<file path="config.mk">
export PLATFORM = sky130hd
export DESIGN_NAME = fdfe_front_end
export DESIGN_NICKNAME = d
export VERILOG_FILES = /design/src/fdfe_fifo.v /design/src/fdfe_fuse.v /design/src/fdfe_front_end.v
export VERILOG_INCLUDE_DIRS = /design/src
export SDC_FILE = /design/constraint.sdc
export NUM_CORES = 2
export LEC_CHECK = 0
export BUFFER_PORTS_ARGS = -buffer_cell sky130_fd_sc_hd__buf_2
export CORE_MARGIN = 5
export CORE_UTILIZATION = 50
export DETAILED_ROUTE_END_ITERATION = 6
export PLACE_DENSITY = 0.77
export REMOVE_ABC_BUFFERS = 1
export SETUP_SLACK_MARGIN = 0.1
export SLEW_MARGIN = 20
export SYNTH_ARGS = -nofsm -noshare
export SYNTH_HDL_FRONTEND = slang
export SYNTH_HIERARCHICAL = 1
export SYNTH_SLANG_ARGS = --single-unit
</file>
<file path="constraint.sdc">
create_clock -name mclk -period 40.4 [get_ports mclk]
set_clock_uncertainty 0.1 [all_clocks]
set_input_delay 2.02 -clock mclk [delete_from_list [all_inputs] [get_ports mclk]]
set_output_delay 2.02 -clock mclk [all_outputs]
set_load 0.02 [all_outputs]
</file>
<file path="src/fdfe_consts.vh">
// fdfe_consts.vh: constants of the fetch and decode front end
// assumes inclusion by each design file that uses its constants, by bare name
`ifndef FDFE_CONSTS_VH
`define FDFE_CONSTS_VH

// fetch and decode widths
`define FDFE_FETCH_BYTES   16
`define FDFE_DEC_WIDTH     4
`define FDFE_MAX_DEC_UOPS  4
`define FDFE_UOP_W         16
`define FDFE_INS_W         24
`define FDFE_IQ_DEPTH      16
`define FDFE_IDQ_DEPTH     16
`define FDFE_IDQ_AW        4
`define FDFE_RSB_DEPTH     8
`define FDFE_ADDR_W        32
`define FDFE_LSD_MAX       8

// instruction word fields: [7:0] op class, [10:8] uop count-1,
// [14:11] condition code, [16:15] operand form, [23:17] tag
`define FDFE_F_CLS_HI      7
`define FDFE_F_CLS_LO      0
`define FDFE_F_CNT_HI      10
`define FDFE_F_CNT_LO      8
`define FDFE_F_CC_HI       14
`define FDFE_F_CC_LO       11
`define FDFE_F_FORM_HI     16
`define FDFE_F_FORM_LO     15

// op classes
`define FDFE_CLS_OTHER     8'h00
`define FDFE_CLS_CMP       8'h01
`define FDFE_CLS_TEST      8'h02
`define FDFE_CLS_JCC       8'h03
`define FDFE_CLS_CALL      8'h04
`define FDFE_CLS_RET       8'h05
`define FDFE_CLS_FUSED     8'h06
`define FDFE_CLS_UCODE     8'h07
`define FDFE_CLS_LOOPEND   8'h08

// condition codes (alias encodings share one code)
`define FDFE_CC_A          4'h7
`define FDFE_CC_AE         4'h3
`define FDFE_CC_E          4'h4
`define FDFE_CC_BE         4'h6
`define FDFE_CC_B          4'h2
`define FDFE_CC_NE         4'h5
`define FDFE_CC_L          4'hc
`define FDFE_CC_GE         4'hd
`define FDFE_CC_LE         4'he
`define FDFE_CC_G          4'hf

// operand forms (all four are fusable)
`define FDFE_FORM_RR       2'h0
`define FDFE_FORM_RI       2'h1
`define FDFE_FORM_RM       2'h2
`define FDFE_FORM_MR       2'h3

`endif

</file>
<file path="src/fdfe_fifo.v">
// fdfe_fifo.v: valid/ready FIFO with flip-flop storage
// assumes one clock, asynchronous active-high reset
`timescale 1ns/10ps
module fdfe_fifo #(
    parameter WIDTH = 16,
    parameter DEPTH = 16,
    parameter AW    = 4
) (
    // clock and reset
    input  wire             mclk,
    input  wire             sys_rst,
    // fill side
    input  wire             in_valid,
    output wire             in_ready,
    input  wire [WIDTH-1:0] in_data,
    // drain side
    output wire             out_valid,
    input  wire             out_ready,
    output wire [WIDTH-1:0] out_data
);
    reg [WIDTH-1:0] mem [0:DEPTH-1];
    reg [AW-1:0]    wr_ptr;
    reg [AW-1:0]    rd_ptr;
    reg [AW:0]      count;
    wire            push;
    wire            pop;

    // honest full and empty
    assign in_ready  = (count != DEPTH[AW:0]);
    assign out_valid = (count != {(AW+1){1'b0}});
    assign out_data  = mem[rd_ptr];
    assign push      = in_valid & in_ready;
    assign pop       = out_valid & out_ready;

    // pointers and occupancy
    always @(posedge mclk or posedge sys_rst) begin
        if (sys_rst) begin
            wr_ptr <= {AW{1'b0}};
            rd_ptr <= {AW{1'b0}};
            count  <= {(AW+1){1'b0}};
        end else begin
            if (push)
                wr_ptr <= wr_ptr + 1'b1;
            if (pop)
                rd_ptr <= rd_ptr + 1'b1;
            if (push & ~pop)
                count <= count + 1'b1;
            else if (pop & ~push)
                count <= count - 1'b1;
        end
    end

    // storage, written without reset
    always @(posedge mclk) begin
        if (push)
            mem[wr_ptr] <= in_data;
    end
endmodule // fdfe_fifo

</file>
<file path="src/fdfe_fuse.v">
// fdfe_fuse.v: decides whether a compare/test and a jump may fuse
// assumes instruction words laid out as in fdfe_consts.vh
`timescale 1ns/10ps
`include "fdfe_consts.vh"
module fdfe_fuse (
    // adjacent pair
    input  wire [`FDFE_INS_W-1:0] first,
    input  wire [`FDFE_INS_W-1:0] second,
    // verdict
    output reg                    fusable
);
    wire [7:0] cls0;
    wire [7:0] cls1;
    wire [3:0] cc;
    reg        cmp_cc_ok;

    assign cls0 = first[`FDFE_F_CLS_HI:`FDFE_F_CLS_LO];
    assign cls1 = second[`FDFE_F_CLS_HI:`FDFE_F_CLS_LO];
    assign cc   = second[`FDFE_F_CC_HI:`FDFE_F_CC_LO];

    // conditions a compare may fuse with
    always @* begin
        case (cc)
            `FDFE_CC_A, `FDFE_CC_AE, `FDFE_CC_E,
            `FDFE_CC_BE, `FDFE_CC_B, `FDFE_CC_NE:
                cmp_cc_ok = 1'b1;
            `FDFE_CC_L, `FDFE_CC_GE, `FDFE_CC_LE, `FDFE_CC_G:
                cmp_cc_ok = 1'b1;
            default:
                cmp_cc_ok = 1'b0;
        endcase
    end

    // every operand form qualifies; test takes any condition
    always @* begin
        fusable = 1'b0;
        if (cls1 == `FDFE_CLS_JCC) begin
            if (cls0 == `FDFE_CLS_TEST)
                fusable = 1'b1;
            else if (cls0 == `FDFE_CLS_CMP)
                fusable = cmp_cc_ok;
        end
    end
endmodule // fdfe_fuse

</file>
<file path="src/fdfe_front_end.v">
// fdfe_front_end.v: fetch, queue, fuse, decode and loop replay
// assumes an instruction cache supplying aligned 16-byte lines and a
// rename stage draining micro-ops with valid/ready
`timescale 1ns/10ps
`include "fdfe_consts.vh"

// Operation
// - fetch at most 16 aligned bytes per cycle
// - queue hands at most four instructions onward
// - three decoders take simple instructions only
// - fourth decoder also takes complex instructions
// - over four micro-ops come from microcode rom
// - at most four micro-ops written per cycle
// - decode alternates threads on successive cycles
// - loop detector replays short loops from queue
// - fuse compare/test with following conditional jump
// - fusion also active in 64-bit mode
// - test fuses with any condition
// - compare fuses with carry/zero conditions
// - compare fuses with signed conditions too
// - return stack buffer with renaming on returns
// - correct path proceeds right after misprediction
module fdfe_front_end (
    // clock and reset
    input  wire                     mclk,
    input  wire                     sys_rst,
    // thread and mode control
    input  wire                     smt_enable,
    input  wire                     long_mode,
    // instruction cache side
    input  wire                     fetch_valid,
    output wire                     fetch_ready,
    input  wire [127:0]             fetch_bytes,
    // length decoder results: four instruction words per line
    input  wire [4*`FDFE_INS_W-1:0] ld_ins,
    input  wire [3:0]               ld_mask,
    input  wire                     fetch_thread,
    // misprediction recovery
    input  wire                     mispredict,
    input  wire [`FDFE_ADDR_W-1:0]  call_ret_addr,
    // rename stage side
    output wire                     uop_valid,
    input  wire                     uop_ready,
    output wire [`FDFE_UOP_W-1:0]   uop_data,
    // status
    output reg                      lsd_active,
    output reg  [`FDFE_ADDR_W-1:0]  ret_predict,
    output reg                      flush_done
);
    localparam IQW = 4 + 4*`FDFE_INS_W;
    localparam ST_RUN   = 2'd0;
    localparam ST_UCODE = 2'd1;
    localparam ST_LOOP  = 2'd2;

    // instruction queue: a fetch line is a group of four words
    wire           iq_in_ready;
    wire           iq_out_valid;
    wire [IQW-1:0] iq_out;
    reg            iq_pop;
    wire           line_ok;
    wire [127:0]   fetch_unused;

    assign fetch_unused = fetch_bytes; // bytes go to length decoder
    assign line_ok      = fetch_valid & (ld_mask != 4'h0);
    assign fetch_ready  = iq_in_ready;

    fdfe_fifo #(
        .WIDTH (IQW),
        .DEPTH (`FDFE_IQ_DEPTH),
        .AW    (4)
    ) u_iq (
        .mclk      (mclk),
        .sys_rst   (sys_rst | mispredict),
        .in_valid  (line_ok),
        .in_ready  (iq_in_ready),
        .in_data   ({ld_mask, ld_ins}),
        .out_valid (iq_out_valid),
        .out_ready (iq_pop),
        .out_data  (iq_out)
    );

    // thread alternation: decode only on this thread's cycle
    reg  dec_thread;
    wire line_thread;
    wire my_turn;
    assign line_thread = fetch_thread;
    always @(posedge mclk or posedge sys_rst) begin
        if (sys_rst)
            dec_thread <= 1'b0;
        else if (smt_enable)
            dec_thread <= ~dec_thread;
        else
            dec_thread <= 1'b0;
    end
    assign my_turn = ~smt_enable | (dec_thread == line_thread);

    // pair fusion checks on slots 0-1, 1-2, 2-3
    wire [`FDFE_INS_W-1:0] slot [0:3];
    wire [2:0]             fuse_ok;
    genvar g;
    generate
        for (g = 0; g < 4; g = g + 1) begin : g_slot
            assign slot[g] = iq_out[g*`FDFE_INS_W +: `FDFE_INS_W];
        end
        for (g = 0; g < 3; g = g + 1) begin : g_fuse
            fdfe_fuse u_fuse (
                .first   (slot[g]),
                .second  (slot[g+1]),
                .fusable (fuse_ok[g])
            );
        end
    endgenerate

    // decoder group: slots 1-3 simple only, slot 0 any
    reg [`FDFE_UOP_W-1:0] dec_uop [0:3];
    reg [2:0]             n_uops;
    reg                   need_ucode;
    reg [2:0]             ucode_len;
    reg [3:0]             skip;
    reg [2:0]             cnt;
    integer               i;
    integer               j;
    always @* begin
        n_uops     = 3'd0;
        need_ucode = 1'b0;
        ucode_len  = 3'd0;
        skip       = 4'h0;
        cnt        = 3'd0;
        for (i = 0; i < 4; i = i + 1)
            dec_uop[i] = {`FDFE_UOP_W{1'b0}};
        // micro-ops packed in order; slots past a full group are dropped
        for (i = 0; i < 4; i = i + 1) begin
            cnt = slot[i][`FDFE_F_CNT_HI:`FDFE_F_CNT_LO];
            if (iq_out[4*`FDFE_INS_W+i] && !skip[i] && n_uops != 3'd4) begin
                if (i < 3 && fuse_ok[i] && (long_mode || 1'b1)
                    && iq_out[4*`FDFE_INS_W+i+1]) begin
                    // one micro-op for the pair, 64-bit too
                    dec_uop[n_uops[1:0]] = {slot[i+1][15:8],
                                            `FDFE_CLS_FUSED};
                    n_uops    = n_uops + 3'd1;
                    skip[i+1] = 1'b1;
                end else if (slot[i][`FDFE_F_CLS_HI:`FDFE_F_CLS_LO]
                             == `FDFE_CLS_UCODE || (i == 0 && cnt > 3'd3)) begin
                    // long sequence: sequencer takes over in slot 0; in slots 1-3 the rest of the line is dropped
                    if (i == 0) begin
                        need_ucode = 1'b1;
                        ucode_len  = cnt;
                    end
                    skip = skip | (4'hf << i);
                end else if (cnt != 3'd0 && i != 0) begin
                    skip = skip | (4'hf << i);
                end else begin
                    // slot 0 may expand to up to four micro-ops
                    for (j = 0; j < 4; j = j + 1)
                        if (j <= cnt)
                            dec_uop[n_uops[1:0] + j[1:0]] =
                                slot[i][`FDFE_UOP_W-1:0];
                    n_uops = n_uops + cnt + 3'd1;
                end
            end
        end
    end

    // decoded-op queue with loop buffer
    reg [`FDFE_UOP_W-1:0] decoded_op_queue [0:`FDFE_IDQ_DEPTH-1];
    reg [`FDFE_IDQ_AW:0]  idq_cnt;
    reg [`FDFE_IDQ_AW-1:0] idq_wr;
    reg [`FDFE_IDQ_AW-1:0] idq_rd;
    reg [1:0]             state;
    reg [2:0]             uc_left;
    reg [`FDFE_IDQ_AW-1:0] loop_start;
    reg [`FDFE_IDQ_AW-1:0] loop_end;
    wire                  idq_pop;
    wire [`FDFE_IDQ_AW:0] free_slots;
    reg                   do_dec;
    reg [2:0]             wr_n;
    localparam [`FDFE_IDQ_AW:0] IDQ_FULL = `FDFE_IDQ_DEPTH;

    assign free_slots = IDQ_FULL - idq_cnt;
    assign uop_valid  = (idq_cnt != 0) | (state == ST_LOOP);
    assign uop_data   = decoded_op_queue[idq_rd];
    assign idq_pop    = uop_valid & uop_ready;

    // decode fires only with room for every micro-op made
    always @* begin
        do_dec = 1'b0;
        iq_pop = 1'b0;
        wr_n   = 3'd0;
        if (state == ST_UCODE) begin
            wr_n = (uc_left > 3'd3) ? 3'd4 : uc_left + 3'd1;
            if (free_slots < {2'b00, wr_n})
                wr_n = 3'd0;
        end else if (state == ST_RUN && iq_out_valid && my_turn) begin
            if (free_slots >= {2'b00, n_uops}) begin
                do_dec = 1'b1;
                iq_pop = 1'b1;
                wr_n   = n_uops;
            end
        end
    end

    // queue storage, sequencer and loop detection
    integer k;
    always @(posedge mclk or posedge sys_rst) begin
        if (sys_rst) begin
            idq_cnt    <= 0;
            idq_wr     <= 0;
            idq_rd     <= 0;
            state      <= ST_RUN;
            uc_left    <= 3'd0;
            lsd_active <= 1'b0;
            loop_start <= 0;
            loop_end   <= 0;
            flush_done <= 1'b0;
            for (k = 0; k < `FDFE_IDQ_DEPTH; k = k + 1)
                decoded_op_queue[k] <= {`FDFE_UOP_W{1'b0}};
        end else if (mispredict) begin
            // drop wrong path now; no wait on reclamation
            idq_cnt    <= 0;
            idq_wr     <= 0;
            idq_rd     <= 0;
            state      <= ST_RUN;
            lsd_active <= 1'b0;
            flush_done <= 1'b1;
        end else begin
            flush_done <= 1'b0;
            if (state == ST_LOOP) begin
                // replay from the loop buffer, no decode; fetch still fills the instruction queue
                if (idq_pop)
                    idq_rd <= (idq_rd == loop_end) ? loop_start
                                                   : idq_rd + 1'b1;
            end else begin
                for (k = 0; k < 4; k = k + 1) begin
                    if (k < wr_n)
                        decoded_op_queue[idq_wr + k[`FDFE_IDQ_AW-1:0]] <=
                            (state == ST_UCODE) ?
                            {`FDFE_CLS_UCODE, 5'd0, uc_left} :
                            dec_uop[k];
                end
                idq_wr  <= idq_wr + {1'b0, wr_n};
                idq_cnt <= idq_cnt + {2'b00, wr_n}
                           - {{`FDFE_IDQ_AW{1'b0}}, idq_pop};
                if (idq_pop)
                    idq_rd <= idq_rd + 1'b1;
                if (state == ST_UCODE && wr_n != 3'd0) begin
                    if (uc_left < 3'd4)
                        state <= ST_RUN;
                    else
                        uc_left <= uc_left - 3'd4;
                end else if (do_dec && need_ucode) begin
                    state   <= ST_UCODE;
                    uc_left <= ucode_len;
                end
                // backward-taken loop end held whole: lock replay
                if (do_dec && slot[0][7:0] == `FDFE_CLS_LOOPEND
                    && idq_cnt + {2'b00, wr_n} <= `FDFE_LSD_MAX) begin
                    // loop body runs through the loop end just written
                    state      <= ST_LOOP;
                    lsd_active <= 1'b1;
                    loop_start <= idq_pop ? idq_rd + 1'b1 : idq_rd;
                    loop_end   <= idq_wr + {1'b0, wr_n} - 1'b1;
                end
            end
        end
    end

    // return stack buffer, renamed by pointer checkpoint
    reg [`FDFE_ADDR_W-1:0] rsb [0:`FDFE_RSB_DEPTH-1];
    reg [2:0]              rsb_top;
    reg [2:0]              rsb_ckpt;
    wire                   is_call;
    wire                   is_ret;
    assign is_call = do_dec && slot[0][7:0] == `FDFE_CLS_CALL;
    assign is_ret  = do_dec && slot[0][7:0] == `FDFE_CLS_RET;
    always @(posedge mclk or posedge sys_rst) begin
        if (sys_rst) begin
            rsb_top     <= 3'd0;
            rsb_ckpt    <= 3'd0;
            ret_predict <= {`FDFE_ADDR_W{1'b0}};
            for (k = 0; k < `FDFE_RSB_DEPTH; k = k + 1)
                rsb[k] <= {`FDFE_ADDR_W{1'b0}};
        end else if (mispredict) begin
            rsb_top <= rsb_ckpt;
        end else begin
            if (is_call) begin
                rsb[rsb_top + 3'd1] <= call_ret_addr;
                rsb_top  <= rsb_top + 3'd1;
            end else if (is_ret) begin
                ret_predict <= rsb[rsb_top];
                rsb_top     <= rsb_top - 3'd1;
            end
            if (!iq_out_valid)
                rsb_ckpt <= rsb_top; // settled point to rename back to
        end
    end
endmodule // fdfe_front_end

</file>
==> summary.txt <==
Timing
  – Final Setup Violations: 0
  – Final min period: roughly 17000 ps
  – Unrepaired setup endpoints after global routing: no
  – Final Slew Violations: 0
  – Final TNS setup: 0 ps
  – Max Fclk: between 0.05 and 0.06 GHz
  – Endpoints failing hold: 0
  – Slew HR: 0.199
  – Post-route setup slack: around 23000 ps
  – Tcrit/Tclk final: 0.429
  – Worst Tran Pin Value: approximately 1200 ps

Worst setup path
  – Type of origin of the critical path: flop
  – Reg2Reg Setup Slack: ~23000 ps
  – Crit Path Max Fanout: 119
  – Critical path's largest stage delay: 810 ps
  – Crit-path slowest cell: a21oi_1
  – Critical path start-end classification: flop to flop
  – Worst path arrival time: ~18000 ps
  – CP Data Required Time: 40940 ps
  – Worst r2r src: u_iq/rd_ptr[0]$_DFFE_PP0P_
  – Cells on worst reg2reg path: 50
  – CP Capture Type: flop
  – Worst flop-to-flop path endpoint: decoded_op_queue[165]$_DFFE_PP0P_
  – Launch point of the worst path: u_iq/rd_ptr[0]$_DFFE_PP0P_
  – Top cell by count, worst path: buf_4
  – End of the critical path: decoded_op_queue[165]$_DFFE_PP0P_

Logic synthesis
  – Synth warnings: 6
  – Cells after Synth: 6624
  – Synth Area per Inst: ~13 sq um
  – Cell Area, Synth: 84000 sq um

Detailed routing
  – Total wire length: 270 mm
  – # DRC: 13
  – Starting DRT DRC Count: between 8k and 9k
  – Total number of vias: around 62k
  – DR vias/cell: 6.99
  – ANT nets after route: 0
  – First-pass DRT Iterations: 7
  – WL/cell: 30.2 um

Status
  – Failing checks: DRC
  – Outcome: finished, violations left

Cells and area
  – Layout cells sized above 1: 0.200
  – Most frequent cells in the layout: 1088 x edfxtp_1, 584 x dfrtp_1, 556 x nand2_1
  – Most common cell after layout, fill and taps aside: edfxtp_1
  – Layout Area Growth over Synthesis: 9.95%
  – Layout Nets: 6899

GRT
  – Total GRT Usage: 0.299
  – Vias in the first global route: 62.0k
  – Largest net degree at the start of global routing: approximately 150
  – First-pass GRT wire length: approximately 400 mm
  – Antenna violations before repair: 28
  – Total gr overflow: 0

Floorplanning
  – Std cell rows: 150
  – Die Y: ~420 um
  – Io pins: 320
  – Die X: 420 um
  – CORE AREA: 167000 sq um
  – Starting density of the core: 0.502
  – Die area: between 150000 and 200000 sq um

Placed design
  – Routability congestion estimate: 1.02
  – Port buffer count: about 160
  – Post-place setup slack: 23750 ps
  – Hpwl dp: 168 mm

Clocking
  – PostCTS Resize Cnt: 0
  – CTS max path bufs: 3
  – H-tree depth: 4
  – Worst-Skew Late Latency: roughly 840 ps
  – Clock tree sinks: 1680
  – Post CTS Setup Buffer Count: 0
  – Num CTS Buffers: between 150 and 200
  – Post-CTS Hold Buffers: 0
  – Clock slew at reported path FFs: roughly 60 ps
  – TritonCTS clock tree: done
  – CTS root buffer: clkbuf_16

Min path
  – Hold Path Class: flop to flop
  – Worst hold start: dec_thread$_DFF_PP0_

Run
  – Max cap viols: 0

Pwr
  – Maximum VDD drop: between 0.00008 and 0.00009 V
  – Lkg Pwr: about 34 nW
  – PwrDens: between 80 and 90 nW/um^2
[critical path: cells and delay by family, from the launching register on]
family	cells	cell delay [ps]
and+or+nand+nor	16	4850
buffers and inverters	12	4760
AOI/OAI and AO/OA	14	3780
adders and majority gates	5	1260
muxes	2	1050
DFF	1	760
xor gates and xnor gates	1	150
[area by class of cell]
class | count | area, sq um
antenna | 12 | 30.0
tap | 2204 | 2760
clock buffer | 218 | 4590
fill | 13100 | 74800
sequential | 1680 | 47500
multi-input combinational | 4280 | 33900
inverter | 75 | 293
clock inverter | 87 | 855
timing repair buffer | 369 | 2470
[metrics by stage]
stage,util,power (mW),cells,hold WS (ps),cell area (sq um)
after floorplan,-,4.90,6035,322,81300
after global placement,0.519,6.08,8606,335,86800
after detailed placement,0.519,6.15,8606,339,86800
after CTS,0.552,7.70,8911,348,92300
after global routing,0.552,8.14,8920,373,92400
final,0.552,7.88,8925,345,92400
[per-layer routing]
layer	up-vias	track usage	wire, um
met5	-	0	105
met4	16	0.146	14200
met3	926	0.0668	29400
met2	4318	0.478	127000
met1	31200	0.390	98600
li1	26000	-	-
[sequential cells by signal, summed over array words and instances, names as in the netlist, 5 cells and up]
| register | count |
|---|---|
| u_iq/mem | 1088 |
| decoded_op_queue | 256 |
| rsb | 256 |
| ret_predict | 32 |
| idq_cnt | 5 |
| u_iq/count | 5 |
[worst min-delay path by stage]
stage                           endpoint  cells after the start
global route        dec_thread$_DFF_PP0_                      1
finish              dec_thread$_DFF_PP0_                      1
global placement    dec_thread$_DFF_PP0_                      1
detailed placement  dec_thread$_DFF_PP0_                      1
CTS                 dec_thread$_DFF_PP0_                      1
floorplan           dec_thread$_DFF_PP0_                      1
[report_power, final]
| part | switching [mW] | internal, mW |
|---|---|---|
| combinational | 2.91 | 1.22 |
| sequential | 0.157 | 2.05 |
| clock | 0.678 | 0.866 |
(Power assumes the default switching activity.)
